<file path="src/verilog/free_running_timer_pkg.sv">
// Purpose: Shared constants of the free-running capture/compare timer
// Assumes: APB byte addresses, 32-bit data, one aligned word per register
// Notes:   Every offset, field position and count lives here, with the mode, counter and CCR reset values
package free_running_timer_pkg;

   // Register byte addresses
   localparam logic [7:0]  ADDR_CONTROL   = 8'h00;
   localparam logic [7:0]  ADDR_OPTION    = 8'h04;
   localparam logic [7:0]  ADDR_OVF_CLEAR = 8'h08;
   localparam logic [7:0]  ADDR_COUNT     = 8'h0C;
   localparam logic [7:0]  ADDR_CCR0      = 8'h10;
   localparam logic [7:0]  ADDR_CCR1      = 8'h14;

   // Control register fields
   localparam int          MODE_LSB       = 0;
   localparam int          MODE_MSB       = 2;
   localparam int          ENABLE_BIT     = 7;
   localparam logic [2:0]  MODE_FREE_RUN  = 3'h5;

   // Option register fields
   localparam int          OVF_BIT        = 0;
   localparam int          CCS0_BIT       = 4;
   localparam int          CCS1_BIT       = 5;

   // Bit-clear register field
   localparam int          CLEAR_BIT      = 0;

   // Reset and counter values
   localparam logic [2:0]  MODE_RESET     = 3'h0;
   localparam logic [15:0] COUNT_INIT     = 16'h0000;
   localparam logic [15:0] COUNT_MAX      = 16'hFFFF;
   localparam logic [15:0] CCR_RESET      = 16'h0000;

   // System clocks per count clock tick
   localparam int          COUNT_TICK_DIV = 4;

endpackage

</file>
<file path="src/verilog/count_tick_divider.sv">
// Purpose: Count clock enable pulse derived from the system clock
// Assumes: DIV of at least 1; one pulse every DIV cycles while run is high
// Notes:   Restarts from zero when run falls so ticks align to the start
`timescale 1ns/1ps
module count_tick_divider #(
   parameter int DIV = 4
) (
   input  wire logic clk,
   input  wire logic reset,
   input  wire logic run,
   output logic      tick
);
   localparam logic [7:0] LAST = 8'(DIV - 1);

   logic [7:0] phase;
   logic [7:0] next_phase;
   logic       next_tick;

   // Phase counter; tick is registered from the last phase, so it is high one cycle later
   always_comb begin
      next_phase = phase;
      next_tick  = 1'b0;
      if (!run) begin
         next_phase = 8'h00;
      end else if (phase == LAST) begin
         next_phase = 8'h00;
         next_tick  = 1'b1;
      end else begin
         next_phase = phase + 8'h01;
      end
   end

   always_ff @(posedge clk) begin
      if (reset) begin
         phase <= 8'h00;
         tick  <= 1'b0;
      end else begin
         phase <= next_phase;
         tick  <= next_tick;
      end
   end
endmodule

</file>
<file path="src/verilog/capture_compare_channel.sv">
// Purpose: One capture/compare channel: register, edge detect, match
// Assumes: trigger is synchronous to clk; rising edge is the valid edge
// Notes:   hit is combinational; the top registers it into irqs, and compare hits into pins
`timescale 1ns/1ps
module capture_compare_channel (
   input  wire logic        clk,
   input  wire logic        reset,
   input  wire logic        running,
   input  wire logic        tick,
   input  wire logic        captureMode,
   input  wire logic        trigger,
   input  wire logic        wrEn,
   input  wire logic [1:0]  wrStrb,
   input  wire logic [15:0] wrData,
   input  wire logic [15:0] count,
   output logic      [15:0] value,
   output logic             hit
);
   logic [15:0] next_value;
   logic        trigPrev;
   logic        next_trigPrev;

   // Register update, capture and compare match
   always_comb begin
      next_trigPrev = trigger;
      next_value    = value;
      hit           = 1'b0;
      // Direct write, no shadow stage: compare sees it next cycle
      if (wrEn) begin
         if (wrStrb[0]) begin
            next_value[7:0] = wrData[7:0];
         end
         if (wrStrb[1]) begin
            next_value[15:8] = wrData[15:8];
         end
      end
      if (captureMode) begin
         // Capture beats a coincident write; counter is left running
         if (running && trigger && !trigPrev) begin
            next_value = count;
            hit        = 1'b1;
         end
      end else if (running && tick && (count == value)) begin
         hit = 1'b1;
      end
   end

   always_ff @(posedge clk) begin
      if (reset) begin
         value    <= free_running_timer_pkg::CCR_RESET;
         trigPrev <= 1'b0;
      end else begin
         value    <= next_value;
         trigPrev <= next_trigPrev;
      end
   end
endmodule

</file>
<file path="src/verilog/free_running_timer.sv">
// Purpose: 16-bit free-running timer with two capture/compare channels
// Assumes: APB slave, one wait state per transfer; pins synchronous to clk
// Notes:   Count clock is an enable from a fixed divider of clk
`timescale 1ns/1ps
module free_running_timer (
   input  wire logic        clk,
   input  wire logic        reset,
   input  wire logic        psel,
   input  wire logic        penable,
   input  wire logic        pwrite,
   input  wire logic [7:0]  paddr,
   input  wire logic [31:0] pwdata,
   input  wire logic [3:0]  pstrb,
   output logic      [31:0] prdata,
   output logic             pready,
   output logic             pslverr,
   input  wire logic        captureTriggerCh0,
   input  wire logic        captureTriggerCh1,
   output logic             timerOutputCh0,
   output logic             timerOutputCh1,
   output logic             channelEventIrqCh0,
   output logic             channelEventIrqCh1,
   output logic             counterOverflowIrq
);
   // Configuration state
   logic [2:0]  modeSelect;
   logic        countEnable;
   logic        ch0Capture;
   logic        ch1Capture;
   logic        overflowFlag;
   logic [2:0]  next_modeSelect;
   logic        next_countEnable;
   logic        next_ch0Capture;
   logic        next_ch1Capture;
   logic        next_overflowFlag;

   // Counter state
   logic [15:0] count;
   logic        runningQ;
   logic [15:0] next_count;
   logic        next_runningQ;
   logic        next_counterOverflowIrq;

   // Pin and channel interrupt state
   logic        next_timerOutputCh0;
   logic        next_timerOutputCh1;
   logic        next_channelEventIrqCh0;
   logic        next_channelEventIrqCh1;

   // Bus state
   logic [31:0] next_prdata;
   logic        next_pready;
   logic        next_pslverr;

   // Decoded strobes and internal events
   logic        running;
   logic        startEvent;
   logic        tick;
   logic        wrapEvent;
   logic        busWrite;
   logic        selKnown;
   logic        wrCcr0;
   logic        wrCcr1;
   logic        optionByteClear;
   logic        bitClear;
   logic [15:0] ccr0Value;
   logic [15:0] ccr1Value;
   logic        ch0Hit;
   logic        ch1Hit;

   // Mode decode and start detection
   assign running    = countEnable
                       && (modeSelect == free_running_timer_pkg::MODE_FREE_RUN);
   assign startEvent = running && !runningQ;
   assign wrapEvent  = running && tick
                       && (count == free_running_timer_pkg::COUNT_MAX);

   // A write takes effect only at the completing access edge
   assign busWrite = psel && penable && pready && pwrite && !pslverr;
   assign wrCcr0   = busWrite && (paddr == free_running_timer_pkg::ADDR_CCR0);
   assign wrCcr1   = busWrite && (paddr == free_running_timer_pkg::ADDR_CCR1);

   // Byte write with bit 0 low; this path wins over a coincident set
   assign optionByteClear = busWrite && pstrb[0]
                            && (paddr == free_running_timer_pkg::ADDR_OPTION)
                            && !pwdata[free_running_timer_pkg::OVF_BIT];
   // Bit-clear operation; loses against a coincident set
   assign bitClear = busWrite && pstrb[0]
                     && (paddr == free_running_timer_pkg::ADDR_OVF_CLEAR)
                     && pwdata[free_running_timer_pkg::CLEAR_BIT];

   // Count clock enable; restarts with each start of counting
   count_tick_divider #(
      .DIV (free_running_timer_pkg::COUNT_TICK_DIV)
   ) u_tick (
      .clk   (clk),
      .reset (reset),
      .run   (running),
      .tick  (tick)
   );

   // Channel 0
   capture_compare_channel u_ch0 (
      .clk         (clk),
      .reset       (reset),
      .running     (running),
      .tick        (tick),
      .captureMode (ch0Capture),
      .trigger     (captureTriggerCh0),
      .wrEn        (wrCcr0),
      .wrStrb      (pstrb[1:0]),
      .wrData      (pwdata[15:0]),
      .count       (count),
      .value       (ccr0Value),
      .hit         (ch0Hit)
   );

   // Channel 1
   capture_compare_channel u_ch1 (
      .clk         (clk),
      .reset       (reset),
      .running     (running),
      .tick        (tick),
      .captureMode (ch1Capture),
      .trigger     (captureTriggerCh1),
      .wrEn        (wrCcr1),
      .wrStrb      (pstrb[1:0]),
      .wrData      (pwdata[15:0]),
      .count       (count),
      .value       (ccr1Value),
      .hit         (ch1Hit)
   );

   // Configuration registers and the sticky overflow flag
   always_comb begin
      next_modeSelect   = modeSelect;
      next_countEnable  = countEnable;
      next_ch0Capture   = ch0Capture;
      next_ch1Capture   = ch1Capture;
      next_overflowFlag = overflowFlag;
      if (busWrite && pstrb[0]
          && (paddr == free_running_timer_pkg::ADDR_CONTROL)) begin
         next_modeSelect  = pwdata[free_running_timer_pkg::MODE_MSB:
                                   free_running_timer_pkg::MODE_LSB];
         next_countEnable = pwdata[free_running_timer_pkg::ENABLE_BIT];
      end
      if (busWrite && pstrb[0]
          && (paddr == free_running_timer_pkg::ADDR_OPTION)) begin
         next_ch0Capture = pwdata[free_running_timer_pkg::CCS0_BIT];
         next_ch1Capture = pwdata[free_running_timer_pkg::CCS1_BIT];
      end
      // Byte write clear first, then set, then bit-clear
      if (optionByteClear) begin
         next_overflowFlag = 1'b0;
      end else if (wrapEvent) begin
         next_overflowFlag = 1'b1;
      end else if (bitClear) begin
         next_overflowFlag = 1'b0;
      end
   end

   always_ff @(posedge clk) begin
      if (reset) begin
         modeSelect   <= free_running_timer_pkg::MODE_RESET;
         countEnable  <= 1'b0;
         ch0Capture   <= 1'b0;
         ch1Capture   <= 1'b0;
         overflowFlag <= 1'b0;
      end else begin
         modeSelect   <= next_modeSelect;
         countEnable  <= next_countEnable;
         ch0Capture   <= next_ch0Capture;
         ch1Capture   <= next_ch1Capture;
         overflowFlag <= next_overflowFlag;
      end
   end

   // Counter, wrap and overflow pulse
   always_comb begin
      next_runningQ           = running;
      next_count              = count;
      next_counterOverflowIrq = 1'b0;
      if (!running) begin
         next_count = free_running_timer_pkg::COUNT_INIT;
      end else if (wrapEvent) begin
         next_count              = free_running_timer_pkg::COUNT_INIT;
         next_counterOverflowIrq = 1'b1;
      end else if (tick) begin
         next_count = count + 16'h0001;
      end
   end

   always_ff @(posedge clk) begin
      if (reset) begin
         count              <= free_running_timer_pkg::COUNT_INIT;
         runningQ           <= 1'b0;
         counterOverflowIrq <= 1'b0;
      end else begin
         count              <= next_count;
         runningQ           <= next_runningQ;
         counterOverflowIrq <= next_counterOverflowIrq;
      end
   end

   // Output pins and channel pulses
   always_comb begin
      next_timerOutputCh0     = timerOutputCh0;
      next_timerOutputCh1     = timerOutputCh1;
      next_channelEventIrqCh0 = ch0Hit;
      next_channelEventIrqCh1 = ch1Hit;
      if (!running) begin
         // Stopped pins sit at the idle low level
         next_timerOutputCh0 = 1'b0;
         next_timerOutputCh1 = 1'b0;
      end else if (startEvent) begin
         next_timerOutputCh0 = !timerOutputCh0;
         next_timerOutputCh1 = !timerOutputCh1;
      end else begin
         // Capture hits never reach the pins
         if (ch0Hit && !ch0Capture) begin
            next_timerOutputCh0 = !timerOutputCh0;
         end
         if (ch1Hit && !ch1Capture) begin
            next_timerOutputCh1 = !timerOutputCh1;
         end
      end
   end

   always_ff @(posedge clk) begin
      if (reset) begin
         timerOutputCh0     <= 1'b0;
         timerOutputCh1     <= 1'b0;
         channelEventIrqCh0 <= 1'b0;
         channelEventIrqCh1 <= 1'b0;
      end else begin
         timerOutputCh0     <= next_timerOutputCh0;
         timerOutputCh1     <= next_timerOutputCh1;
         channelEventIrqCh0 <= next_channelEventIrqCh0;
         channelEventIrqCh1 <= next_channelEventIrqCh1;
      end
   end

   // Address decode for the error answer; the read mux decodes paddr itself
   always_comb begin
      unique case (paddr)
         free_running_timer_pkg::ADDR_CONTROL,
         free_running_timer_pkg::ADDR_OPTION,
         free_running_timer_pkg::ADDR_OVF_CLEAR,
         free_running_timer_pkg::ADDR_COUNT,
         free_running_timer_pkg::ADDR_CCR0,
         free_running_timer_pkg::ADDR_CCR1: selKnown = 1'b1;
         default:                           selKnown = 1'b0;
      endcase
   end

   // One wait state: data is prepared in the first access cycle
   always_comb begin
      next_pready  = 1'b0;
      next_pslverr = 1'b0;
      next_prdata  = 32'h0000_0000;
      if (psel && penable && !pready) begin
         next_pready  = 1'b1;
         next_pslverr = !selKnown;
         if (!pwrite) begin
            unique case (paddr)
               free_running_timer_pkg::ADDR_CONTROL: begin
                  next_prdata[free_running_timer_pkg::MODE_MSB:
                              free_running_timer_pkg::MODE_LSB] = modeSelect;
                  next_prdata[free_running_timer_pkg::ENABLE_BIT] = countEnable;
               end
               free_running_timer_pkg::ADDR_OPTION: begin
                  next_prdata[free_running_timer_pkg::OVF_BIT]  = overflowFlag;
                  next_prdata[free_running_timer_pkg::CCS0_BIT] = ch0Capture;
                  next_prdata[free_running_timer_pkg::CCS1_BIT] = ch1Capture;
               end
               free_running_timer_pkg::ADDR_COUNT: begin
                  next_prdata[15:0] = count;
               end
               free_running_timer_pkg::ADDR_CCR0: begin
                  next_prdata[15:0] = ccr0Value;
               end
               free_running_timer_pkg::ADDR_CCR1: begin
                  next_prdata[15:0] = ccr1Value;
               end
               default: begin
                  next_prdata = 32'h0000_0000;
               end
            endcase
         end
      end
   end

   always_ff @(posedge clk) begin
      if (reset) begin
         prdata  <= 32'h0000_0000;
         pready  <= 1'b0;
         pslverr <= 1'b0;
      end else begin
         prdata  <= next_prdata;
         pready  <= next_pready;
         pslverr <= next_pslverr;
      end
   end
endmodule

</file>
<file path="config.mk">
export PLATFORM = sky130hd
export DESIGN_NAME = free_running_timer
export DESIGN_NICKNAME = d
export VERILOG_FILES = /design/src/verilog/free_running_timer_pkg.sv /design/src/verilog/count_tick_divider.sv /design/src/verilog/capture_compare_channel.sv /design/src/verilog/free_running_timer.sv
export SDC_FILE = /design/constraint.sdc
export NUM_CORES = 1
export LEC_CHECK = 0
export ABC_CLOCK_PERIOD_IN_PS = 4100
export BUFFER_PORTS_ARGS = -buffer_cell sky130_fd_sc_hd__buf_4
export CELL_PAD_IN_SITES_DETAIL_PLACEMENT = 1
export CELL_PAD_IN_SITES_GLOBAL_PLACEMENT = 2
export CORE_ASPECT_RATIO = 1.4
export CORE_MARGIN = 1.5
export CORE_UTILIZATION = 27
export CTS_CLUSTER_DIAMETER = 80
export CTS_CLUSTER_SIZE = 12
export DETAILED_ROUTE_END_ITERATION = 10
export PLACE_DENSITY_LB_ADDON = 0.12
export SLEW_MARGIN = 20
export SYNTH_ARGS = -nofsm -noshare
export SYNTH_HDL_FRONTEND = slang
export SYNTH_SLANG_ARGS = --single-unit
export TNS_END_PERCENT = 20
</file>
<file path="constraint.sdc">
create_clock -name clk -period 4.1 [get_ports clk]
set_input_delay 0.615 -clock clk [delete_from_list [all_inputs] [get_ports clk]]
set_output_delay 0.615 -clock clk [all_outputs]
set_load 0.005 [all_outputs]
</file>
# Yosys cells after proc, flatten, opt, wreduce, memory -nomap -nowiden
# Index checks and enable logic that the tools add are counted.
[classes] n_reduce_logical=47 add_sub_neg=2 eq_ne=10 mux=33 n_bitwise=2
[op_table] cell="16-bit two-way mux" n=6
[op_table] cell="16-bit == test" n=2
[op_table] cell="8-bit two-way mux" n=4
[op_table] cell="1-bit logical AND" n=25
[op_table] cell="8-bit one-hot mux with 3 select lines" n=1
[op_table] cell="16-bit by 1-bit adder with 16-bit output (second input constant)" n=1
[op_table] cell="16-bit == test (second input constant)" n=1
[op_table] cell="8-bit by 4-bit == test with 1-bit output (second input constant)" n=2
[op_table] cell="8-bit by 5-bit == test with 1-bit output (second input constant)" n=2
[op_table] cell="1-bit two-way mux" n=16
[op_table] cell="2-bit one-hot mux with 4 select lines" n=2
[op_table] cell="1-bit logical NOT" n=11
[op_table] cell="3-bit OR reduction" n=3
[op_table] cell="8-bit by 1-bit adder with 8-bit output (second input constant)" n=1
[op_table] cell="8-bit by 2-bit == test with 1-bit output (second input constant)" n=1
[op_table] cell="8-bit by 3-bit == test with 1-bit output (second input constant)" n=1
[op_table] cell="8-bit logical NOT" n=1
[op_table] cell="1-bit one-hot mux with 3 select lines" n=2
[op_table] cell="2-bit nonzero test" n=3
[op_table] cell="2-bit OR reduction" n=3
[op_table] cell="6-bit OR reduction" n=1
[op_table] cell="1-bit one-hot mux with 5 select lines" n=1
[op_table] cell="1-bit one-hot mux with 4 select lines" n=1
[op_table] cell="3-bit == test (second input constant)" n=1
[op_table] cell="1-bit NOT" n=2
[word_totals] output_inout_bits=39 register_bits=106 elab_cells=116 input_bits=51

# Longest topological paths before layout
# Gate-level depths: netlist (run 1).
[depth] depth_word=9 ltp_mapped=7 mapped_depth_nobuf=5

# Cells and area by module
# A second synthesis (run 1) with hierarchy kept.
[unflattened] cells_unflattened=542 hier_area_um2=4662.0
[by_module_without_submodules] module="free_running_timer" area_per_inst_um2=2364.8 instances=1 seq_area_each_um2=940.9 cells_each=265
[by_module_without_submodules] module="capture_compare_channel" area_per_inst_um2=963.4 instances=2 seq_area_each_um2=340.3 cells_each=118
[by_module_without_submodules] module="count_tick_divider" area_per_inst_um2=370.4 instances=1 seq_area_each_um2=180.2 cells_each=41

# Worst setup path after synthesis (run 1)
# Ideal clock, no wire load.
[synth_path] path_kind="input-to-reg" start="input paddr[1]" end="register u_ch1.value[10]" setup_ps=86 setup_slack_ps=2039 cell_stages=6 t_required_ps=4014 n_path_buf=1 t_arrival_ps=1976 cell_sequence="or4_4 nor2_4 nand4b_1 buf_2 mux2i_1 a211oi_1"
[synth_via] elab_chain_cells=5
[synth_lines] item="from (decl)" line="free_running_timer.sv:11" text="input wire logic [7:0] paddr,"
[synth_lines] item="8-bit by 5-bit == test with 1-bit output (*)" line="free_running_timer.sv:81" text="assign wrCcr1 = busWrite && (paddr == free_running_timer_pkg::ADDR_CCR1);"
[synth_lines] item="1-bit logical AND (*)" line="free_running_timer.sv:81"
[synth_lines] item="16-bit two-way mux (*)" line="capture_compare_channel.sv:29" text="if (wrEn) begin"
[synth_lines] item="16-bit two-way mux" line="capture_compare_channel.sv:39" text="if (running && trigger && !trigPrev) begin"
[synth_lines] item="16-bit two-way mux (*)" line="capture_compare_channel.sv:37" text="if (captureMode) begin"
[synth_lines] item="to (signal assigned)" line="capture_compare_channel.sv:50" text="value <= free_running_timer_pkg::CCR_RESET;"
[synth_lines] item="to (signal assigned)" line="capture_compare_channel.sv:53" text="value <= next_value;"
[synth_lines] item="to (decl)" line="capture_compare_channel.sv:16" text="output logic [15:0] value,"
# Mark *: on every way between the ends. The rest lies on a longest branch, timed or not.
# A chain may end at the register's enable or synchronous reset.

# Worst setup path in the final report (run 1)
[layout_path] start="register count[7]" end="register count[1]"
[layout_via] elab_chain_cells=3
[layout_lines] item="from (decl)" line="free_running_timer.sv:38" text="logic [15:0] count;"
[layout_lines] item="from (signal assigned)" line="free_running_timer.sv:195" text="count <= free_running_timer_pkg::COUNT_INIT;"
[layout_lines] item="from (signal assigned)" line="free_running_timer.sv:199" text="count <= next_count;"
[layout_lines] item="16-bit == test" line="free_running_timer.sv:76" text="&& (count == free_running_timer_pkg::COUNT_MAX);"
[layout_lines] item="1-bit logical AND" line="free_running_timer.sv:76"
[layout_lines] item="3-bit OR reduction (no source line)"
# No other way between the ends.

==> impl_metrics.env, run 1 <==
export IMPL_status="completed"
export IMPL_gp_congestion=0.779
export IMPL_setup_violations_final=0
export IMPL_postRouteWirelength_mm=14.7
export IMPL_synth_seq_cells=90
export IMPL_n_fill_cell=1946
export IMPL_antenna_found_initial=0
export IMPL_cts_tree="built"
export IMPL_ant_nets=0
export IMPL_cts_made_buffers=9
export IMPL_synth_common_cells="90 x dfxtp_1, 74 x nor2_1, 45 x mux2i_1"
export IMPL_endpoint_kind="flip-flop"
export IMPL_min_period_ns=2.59
export IMPL_vias=3730
export IMPL_die_area_um2=17800
export IMPL_critPathKind="reg -> reg"
export IMPL_grt_start_max_net_pins=35
export IMPL_cts_resized=0
export IMPL_skew_ns=0.00903
export IMPL_htree_levels=3
export IMPL_clock_path_buffers=2
export IMPL_wl_per_cell_um=19.8
export IMPL_critPathMaxStageDelay_ns=0.61
export IMPL_postCtsHoldBufs=0
export IMPL_fmax_ghz=0.386
export IMPL_cpMaxStageDelayCell="dfxtp_1"
export IMPL_grt_pass1_vias=3885
export IMPL_register_area_um2=1800
export IMPL_drtPass1Iterations=4
export IMPL_synth_flop_cell="dfxtp_1"
export IMPL_hp_class="in -> reg"
export IMPL_rsz0062_at_grt="no"
export IMPL_drtIter0Drc=98
export IMPL_drive_above_1_share_pct=16.8
export IMPL_die_y_um=157
export IMPL_placed_cells=728
export IMPL_clock_sinks=90
export IMPL_root_buffer="clkbuf_16"
export IMPL_required_ns=4.32
export IMPL_power_leakage_uw=0.00217
export IMPL_grt_pass1_wl_mm=23.0
export IMPL_io_pins=90
export IMPL_final_cells=744
export IMPL_period_share_pct=63.2
export IMPL_total_power_uw=1910
export IMPL_synth_edff_count=0
export IMPL_coreArea_um2=16700
export IMPL_clk_latency_ns=0.36
export IMPL_max_cap_violations=0
export IMPL_worstPathArrival_ns=2.81
export IMPL_rows=56
export IMPL_grt_overflow_total=0
export IMPL_synth_area_um2=4600
export IMPL_clkTransAtPathRegs_ns=0.07
export IMPL_grt_usage_pct=17.3
export IMPL_portBuffers=55
export IMPL_antennaDiodeCount=0
export IMPL_crit_buf_inv=0
export IMPL_drv_slew=0
export IMPL_synth_cell_types=57
export IMPL_multi_input_area_um2=2540
export IMPL_synth_cells=503
export IMPL_yosysWarningCount=0
export IMPL_syn_avg_cell_area_um2=9.15
export IMPL_ir_worst_vdd_mv=0.130
export IMPL_hpwl_mm=10.6
export IMPL_die_w_um=113
export IMPL_cts_setup_buffers=0
export IMPL_final_nets=589
export IMPL_netlist_area_leader_share_pct=39.2
export IMPL_drc=0
export IMPL_viasPerCell=5.01
export IMPL_tightest_slew_ns=0.954
export IMPL_max_slew_margin_pct=36.3
export IMPL_ys_seq_area_share_pct=39.2
export IMPL_start_util_pct=27.5
export IMPL_crit_family="simple AND/OR/NAND/NOR gates"
export IMPL_yosysMostFrequentCell="dfxtp_1"
export IMPL_synthToLayoutAreaGrowth_pct=17.9
export IMPL_synth_top_area_cell="dfxtp_1"
export IMPL_crit_fanout=16
export IMPL_critPathLaunchType="flip-flop"
export IMPL_fin_setup_tns_ns=0
export IMPL_hold_viol_final=0
export IMPL_power_density_nw_per_um2=353
export IMPL_async_flop_share_pct=0
export IMPL_crit_path_cell_trace="and4_1, nand3_1, nor3_1, a21o_1, nor2_1"
export IMPL_synth_area_top_cells="dfxtp_1 39%, mux2i_1 9.8%, xnor2_1 6.1%"
## stage by stage
step,setup slack [ns],utilization (%),hold WS (ns),area [um^2]
after floorplan,2.04,-,0.430,4660
after global placement,1.23,30.4,0.445,5090
after detailed placement,1.20,30.4,0.475,5090
after CTS,1.42,32.4,0.462,5430
after global routing,1.27,32.4,0.474,5430
final,1.51,32.4,0.466,5430
## logic make-up (layout without fill, tap and decap cells)
family                     Yosys count  after routing  synth area share, %
xor gates and xnor gates            47             47                 8.95
and+or+nand+nor                    173            173                 20.1
DFF                                 90             90                 39.2
AOI/OAI and AO/OA                   80             80                 14.1
other                                1             16               0.0815
muxes                               46             46                 10.3
buffers and inverters               64             87                 6.88
adders and majority gates            2              2                0.544
## registers in the layout, indices dropped and copies added, names as in the netlist, 3 cells and up
| register | cells |
|---|---|
| count | 16 |
| prdata | 16 |
| u_ch0.value | 16 |
| u_ch1.value | 16 |
| u_tick.phase | 8 |
| modeSelect | 3 |
## worst register-to-register path: cells and delay by family (launching register included)
| family | cells | cell delay [ns] |
|---|---|---|
| and+or+nand+nor | 4 | 1.25 |
| AOI/OAI and AO/OA | 1 | 0.60 |
| DFF | 1 | 0.61 |
## placed cells by master (no fill, tap or decap), types with 3 or more instances in the layout
master,n
a211oi_1,16
a22oi_1,13
a2bb2oi_1,11
a31oi_1,3
and2_1,4
and3_1,4
buf_4,59
clkbuf_16,9
conb_1,16
dfxtp_1,90
inv_1,12
mux2i_1,45
nand2_1,18
nand3_1,12
nand4_1,14
nand4b_1,3
nor2_1,73
nor2b_1,9
nor3_1,8
nor3b_1,3
o2bb2ai_1,16
o32a_1,3
or3_1,4
xnor2_1,32
xor2_1,15
## report_power, final
group,internal (uW),total (uW),leakage [uW],switching (uW)
logic,30.0,77.3,0.00128,47.3
registers,875,877,0.000725,1.48
clock network,572,959,0.000162,388
## per-layer routing
| metal | wire [um] | track usage (%) | up-vias |
|---|---|---|---|
| met3 | 313 | 2.16 | 24 |
| met4 | 447 | 8.63 | 0 |
| li1 | - | - | 1816 |
| met1 | 6390 | 20.5 | 1823 |
| met2 | 7590 | 30.6 | 67 |
| met5 | 0 | 0 | - |
## worst paths after layout
path | from | slack (ns) | cells after the start | to
setup / recovery | count[7] | 1.51 | 5 | count[1]
hold / removal | pwrite | 0.47 | 2 | prdata[5]
setup reg to reg | count[7] | 1.51 | 5 | count[1]
hold reg to reg | u_tick.phase[0] | 0.48 | 1 | u_tick.phase[0]
## area by class of cell
type / count / area share (%)
timing repair buffer: 59 / 8.16
sequential: 90 / 33.2
tap: 203 / 4.68
multi-input combinational: 364 / 46.9
clock inverter: 5 / 1.57
inverter: 12 / 0.830
clock buffer: 11 / 4.66
Power figures use the tool's default switching activity.
==> run 2: changes to the inputs <==
--- a/config.mk
+++ b/config.mk
@@ -5,7 +5,8 @@
 export SDC_FILE = /design/constraint.sdc
 export NUM_CORES = 1
 export LEC_CHECK = 0
-export ABC_CLOCK_PERIOD_IN_PS = 4100
+export ABC_AREA = 1
+export ABC_CLOCK_PERIOD_IN_PS = 2400
 export BUFFER_PORTS_ARGS = -buffer_cell sky130_fd_sc_hd__buf_4
 export CELL_PAD_IN_SITES_DETAIL_PLACEMENT = 1
 export CELL_PAD_IN_SITES_GLOBAL_PLACEMENT = 2
==> constraint.sdc (replaced) <==
create_clock -name clk -period 2.4 [get_ports clk]
set_input_delay 0.36 -clock clk [delete_from_list [all_inputs] [get_ports clk]]
set_output_delay 0.36 -clock clk [all_outputs]
set_load 0.005 [all_outputs]
==> run 2 against run 1 <==
Compared with the run above:
- non-clock buffer count up 12
- synthesized cell count up 47%
- sequential share of layout area down 3.2 points
==> impl_metrics.env, run 2 <==
export IMPL_status="completed"
export IMPL_drc=0
export IMPL_seqPwrFrac_pct=45.5
export IMPL_fin_setup_tns_ns=0
export IMPL_cts_made_buffers=9
export IMPL_pwr_share_comb_pct=3.9
export IMPL_clkTransAtPathRegs_ns=0.07
export IMPL_tightest_slew_ns=0.517
export IMPL_crit_path_cell_trace="ha_1, nand3_1, nor2_1, nand4_1, nand2_2, a21oi_1, o21a_1"
export IMPL_critPathLaunchType="flip-flop"
export IMPL_ir_worst_vdd_mv=0.246
export IMPL_drive_above_1_share_pct=16.1
export IMPL_die_area_um2=19600
export IMPL_hold_viol_final=0
export IMPL_gp_congestion=0.832
export IMPL_placed_cells=1028
export IMPL_postRouteWirelength_mm=18.8
export IMPL_swShare_pct=22.2
export IMPL_synthToLayoutAreaGrowth_pct=18.7
export IMPL_period_share_pct=79.7
export IMPL_grt_pass1_vias=5226
export IMPL_io_pins=90
export IMPL_async_flop_share_pct=0
export IMPL_htree_levels=3
export IMPL_yosysWarningCount=0
export IMPL_skew_ns=0.00920
export IMPL_antennaDiodeCount=0
export IMPL_intPower_uw=2560
export IMPL_endpoint_kind="flip-flop"
export IMPL_hpwl_mm=14.3
export IMPL_wl_per_cell_um=18.0
export IMPL_crit_family="simple AND/OR/NAND/NOR gates"
export IMPL_rsz0062_at_grt="no"
export IMPL_synth_top_area_cell="dfxtp_1"
export IMPL_rows=59
export IMPL_clock_path_buffers=2
export IMPL_final_nets=848
export IMPL_synth_flop_cell="dfxtp_1"
export IMPL_synth_cells=739
export IMPL_die_w_um=119
export IMPL_grt_start_max_net_pins=26
export IMPL_grt_overflow_total=0
export IMPL_cts_setup_buffers=0
export IMPL_ant_nets=0
export IMPL_cts_resized=0
export IMPL_fin_util_pct=32.6
export IMPL_min_period_ns=1.91
export IMPL_coreArea_um2=18500
export IMPL_synth_cell_types=44
export IMPL_total_power_uw=3290
export IMPL_postCtsHoldBufs=0
export IMPL_worstPathArrival_ns=2.16
export IMPL_mostFrequentLayoutCell="nand2_1"
export IMPL_pre_cts_ws_ns=0.464
export IMPL_grt_usage_pct=20.2
export IMPL_syn_avg_cell_area_um2=6.85
export IMPL_portBuffers=55
export IMPL_synth_common_cells="175 x nand2_1, 114 x inv_1, 90 x dfxtp_1"
export IMPL_crit_fanout=16
export IMPL_power_leakage_uw=0.00268
export IMPL_grt_pass1_wl_mm=29.4
export IMPL_power_density_nw_per_um2=547
export IMPL_synth_edff_count=0
export IMPL_max_slew_margin_pct=65.5
export IMPL_critPathMaxStageDelay_ns=0.47
export IMPL_r2r_setup_slack_ns=0.49
export IMPL_n_fill_cell=2372
export IMPL_final_cells=1044
export IMPL_netlist_area_leader_share_pct=35.6
export IMPL_drtPass1Iterations=4
export IMPL_ys_seq_area_share_pct=35.6
export IMPL_antenna_found_initial=0
export IMPL_clock_sinks=90
export IMPL_clk_latency_ns=0.36
export IMPL_root_buffer="clkbuf_16"
export IMPL_critPathKind="reg -> reg"
export IMPL_clockPowerShare_pct=50.6
export IMPL_layout_setup_ws_ns=0.487
export IMPL_required_ns=2.65
export IMPL_drtIter0Drc=206
export IMPL_max_cap_violations=0
export IMPL_die_y_um=165
export IMPL_power_switching_uw=729
export IMPL_start_util_pct=27.4
export IMPL_viasPerCell=4.63
export IMPL_cpMaxStageDelayCell="dfxtp_1"
export IMPL_fmax_ghz=0.523
export IMPL_synth_area_um2=5060
export IMPL_crit_buf_inv=0
export IMPL_setup_violations_final=0
export IMPL_synth_area_top_cells="dfxtp_1 36%, nand2_1 13%, inv_1 8.5%"
export IMPL_cts_tree="built"
export IMPL_yosysMostFrequentCell="nand2_1"
export IMPL_synth_seq_cells=90
export IMPL_final_cell_mix="175 x nand2_1, 114 x inv_1, 90 x dfxtp_1, 72 x nor2_1, 71 x buf_4"
export IMPL_drv_slew=0
export IMPL_hp_class="in -> reg"
export IMPL_vias=4833
run 2: cell count changes in the layout (fill, tap and decap cells not counted), moves of 13 or more:
cell	previous run	this run
o2bb2ai_1	16	0
nand3_1	12	39
xnor2_1	32	0
mux2i_1	45	0
nand2_1	18	175
o21ai_0	1	46
a211oi_1	16	1
a21oi_1	1	21
a22oi_1	13	0
inv_1	12	114
run 2: layout make-up:
class / count / area [um^2] / share of cell area [%]
timing repair buffer: 71 / 533 / 8.87
clock inverter: 6 / 105 / 1.75
sequential: 90 / 1800 / 30.0
clock buffer: 10 / 229 / 3.81
tap: 244 / 305 / 5.08
inverter: 120 / 458 / 7.62
multi-input combinational: 503 / 2580 / 42.9
run 2: power groups by stage:
stage / clock [uW] / combinational [uW] / sequential [uW]
5_1_grt: 1760 / 141 / 1500
3_5_place_dp: 0 / 128 / 1530
3_3_place_gp: 0 / 125 / 1530
4_1_cts: 1720 / 129 / 1500
2_1_floorplan: 0 / 76.1 / 1530
6_report: 1670 / 128 / 1500
run 2: layer usage:
| layer | global-route usage (%) | vias to the layer above | wire length (um) |
|---|---|---|---|
| met2 | 40.1 | 69 | 10500 |
| met3 | 2.04 | 23 | 400 |
| met4 | 8.60 | 0 | 465 |
| met1 | 21.5 | 2299 | 7490 |
| li1 | - | 2442 | - |
| met5 | 0 | - | 0 |
run 2: cell families after synthesis:
logic type | Yosys count | share of synthesized area (%)
AOI/OAI and AO/OA | 129 | 15.2
adders and majority gates | 2 | 0.494
and+or+nand+nor | 344 | 32.0
buffers and inverters | 161 | 14.6
other | 1 | 0.0741
DFF | 90 | 35.6
xor gates and xnor gates | 12 | 2.08
run 2: final timing paths:
check	startpoint	endpoint	depth (start not counted)
setup reg to reg	count[1]	count[10]	7
setup / recovery	count[1]	count[10]	7
hold / removal	captureTriggerCh0	u_ch0.trigPrev	3
hold reg to reg	u_tick.phase[0]	u_tick.phase[0]	1
run 2: stage by stage:
stage	hold WS [ns]	cell area [um^2]
3_3_place_gp	0.428	5680
5_1_grt	0.269	6010
6_report	0.222	6010
2_1_floorplan	0.418	5120
3_5_place_dp	0.443	5680
4_1_cts	0.212	6010
run 2: worst register-to-register path, stage by stage, from the launching register on:
cell and delay, ns:
dfxtp_1 0.47, ha_1 0.22, nand3_1 0.09, nor2_1 0.13, nand4_1 0.25, nand2_2 0.44
a21oi_1 0.09, o21a_1 0.12
==> run 3: changes to the inputs <==
--- a/config.mk
+++ b/config.mk
@@ -5,8 +5,8 @@
 export SDC_FILE = /design/constraint.sdc
 export NUM_CORES = 1
 export LEC_CHECK = 0
-export ABC_AREA = 1
-export ABC_CLOCK_PERIOD_IN_PS = 2400
+export ABC_AREA = 0
+export ABC_CLOCK_PERIOD_IN_PS = 1600
 export BUFFER_PORTS_ARGS = -buffer_cell sky130_fd_sc_hd__buf_4
 export CELL_PAD_IN_SITES_DETAIL_PLACEMENT = 1
 export CELL_PAD_IN_SITES_GLOBAL_PLACEMENT = 2
==> constraint.sdc (replaced) <==
create_clock -name clk -period 1.6 [get_ports clk]
set_input_delay 0.24 -clock clk [delete_from_list [all_inputs] [get_ports clk]]
set_output_delay 0.24 -clock clk [all_outputs]
set_load 0.005 [all_outputs]
==> run 3 against run 2 <==
Compared with the run above:
- the run now ends with negative setup slack left
- wire length down 14%
- critical path depth shrank 1
- sequential cell count stayed put
==> impl_metrics.env, run 3 (synthesis gave the netlist of run 1 again) <==
export IMPL_critPathLaunchType="flip-flop"
export IMPL_clkTransAtPathRegs_ns=0.07
export IMPL_start_util_pct=27.5
export IMPL_seqPwrFrac_pct=49.6
export IMPL_swShare_pct=24.3
export IMPL_clockPowerShare_pct=44.8
export IMPL_pre_cts_ws_ns=-0.389
export IMPL_required_ns=1.90
export IMPL_mostFrequentLayoutCell="buf_4"
export IMPL_drv_slew=0
export IMPL_critPathKind="reg -> reg"
export IMPL_fin_setup_tns_ns=-1.96
export IMPL_grt_overflow_total=0
export IMPL_power_density_nw_per_um2=680
export IMPL_grt_start_max_net_pins=34
export IMPL_place_area_um2=6090
export IMPL_drive_above_1_share_pct=38.7
export IMPL_wl_per_cell_um=18.7
export IMPL_hpwl_mm=12.2
export IMPL_gp_congestion=0.797
export IMPL_worstPathArrival_ns=2.03
export IMPL_postRouteWirelength_mm=16.2
export IMPL_portBuffers=55
export IMPL_pwr_share_comb_pct=5.7
export IMPL_grt_pass1_wl_mm=25.0
export IMPL_status="finished with violations"
export IMPL_postCtsHoldBufs=0
export IMPL_grt_pass1_vias=4506
export IMPL_clock_path_buffers=2
export IMPL_vias=4228
export IMPL_endpoint_kind="flip-flop"
export IMPL_rows=56
export IMPL_drtIter0Drc=163
export IMPL_root_buffer="clkbuf_16"
export IMPL_crit_path_cell_trace="buf_12, xnor2_1, nand4_1, or3_1, o41a_1, nand2_1"
export IMPL_power_switching_uw=1100
export IMPL_skew_ns=0.0110
export IMPL_coreArea_um2=16700
export IMPL_ir_worst_vdd_mv=0.386
export IMPL_final_cell_mix="168 x buf_4, 77 x dfxtp_1, 59 x nor2_1, 45 x mux2i_1, 30 x xnor2_1"
export IMPL_period_share_pct=109
export IMPL_cts_made_buffers=9
export IMPL_critPathMaxStageDelay_ns=0.43
export IMPL_min_period_ns=1.74
export IMPL_violations="negative setup slack"
export IMPL_htree_levels=3
export IMPL_crit_buf_inv=1
export IMPL_hp_class="in -> reg"
export IMPL_drtPass1Iterations=4
export IMPL_power_leakage_uw=0.00289
export IMPL_crit_fanout=5
export IMPL_hold_viol_final=0
export IMPL_antennaDiodeCount=0
export IMPL_layout_setup_ws_ns=-0.136
export IMPL_rsz0062_at_grt="yes"
export IMPL_clk_latency_ns=0.35
export IMPL_die_y_um=157
export IMPL_grt_usage_pct=18.6
export IMPL_final_cells=867
export IMPL_die_w_um=113
export IMPL_final_nets=712
export IMPL_io_pins=90
export IMPL_clock_sinks=90
export IMPL_ant_nets=0
export IMPL_intPower_uw=3420
export IMPL_setup_violations_final=53
export IMPL_cts_tree="built"
export IMPL_antenna_found_initial=0
export IMPL_drc=0
export IMPL_placed_cells=846
export IMPL_final_design_area_no_fill_um2=6660
export IMPL_crit_family="simple AND/OR/NAND/NOR gates"
export IMPL_viasPerCell=4.88
export IMPL_max_cap_violations=0
export IMPL_holdWs_ns=0.116
export IMPL_cpMaxStageDelayCell="or3_1"
export IMPL_synthToLayoutAreaGrowth_pct=44.6
export IMPL_fmax_ghz=0.576
export IMPL_die_area_um2=17800
[run 3: metrics by stage]
step | total power [uW] | utilization, %
after floorplan | 2410 | -
after global placement | 2550 | 36.4
after detailed placement | 2550 | 36.4
after CTS | 4590 | 38.8
after global routing | 4680 | 39.7
final | 4520 | 39.7
[run 3: timing repair]
item | CTS | global route
setup buffers | 1 | 2
hold endpoints to repair | 0 | 0
resized for setup | 32 | 31
cloned | 1 | 1
pin swaps | 8 | 14
setup endpoints to repair | 62 | 65
[run 3: final timing paths]
kind	endpoint	startpoint	slack, ns	cells after the start
worst max-delay path	timerOutputCh0	count[5]	-0.14	6
worst min-delay path	u_ch1.trigPrev	captureTriggerCh1	0.12	2
worst max register to register	timerOutputCh0	count[5]	-0.14	6
worst min register to register	u_tick.phase[0]	u_tick.phase[0]	0.47	1
[run 3: cell type report]
cell class,instances,area (um^2)
clock buffer,11,233
clock inverter,5,38.8
fill,1925,10100
inverter,12,47.5
multi-input combinational,364,2730
sequential,90,1830
tap,203,254
timing repair buffer,182,1530
[run 3: worst reg2reg max path, delay by kind of cell (launching register included)]
kind	cells	cell delay (ns)
xor+xnor	1	0.15
compound gates	1	0.38
buf+inv	1	0.14
flops	1	0.32
simple gates	3	0.70
[run 3: routing by layer]
| layer | track usage, % | share of wire (%) | vias up |
|---|---|---|---|
| li1 | - | - | 2058 |
| met1 | 20.6 | 41 | 2071 |
| met2 | 35.4 | 54 | 78 |
| met3 | 2.08 | 2.5 | 21 |
| met4 | 8.04 | 2.6 | 0 |
| met5 | 0 | 0 | - |
[run 3: power by group through the flow]
stage	sequential (uW)	clock [uW]	combinational, uW
4_1_cts	2240	2100	253
2_1_floorplan	2300	0	108
5_1_grt	2240	2160	272
3_5_place_dp	2300	0	250
3_3_place_gp	2300	0	247
6_report	2240	2030	256
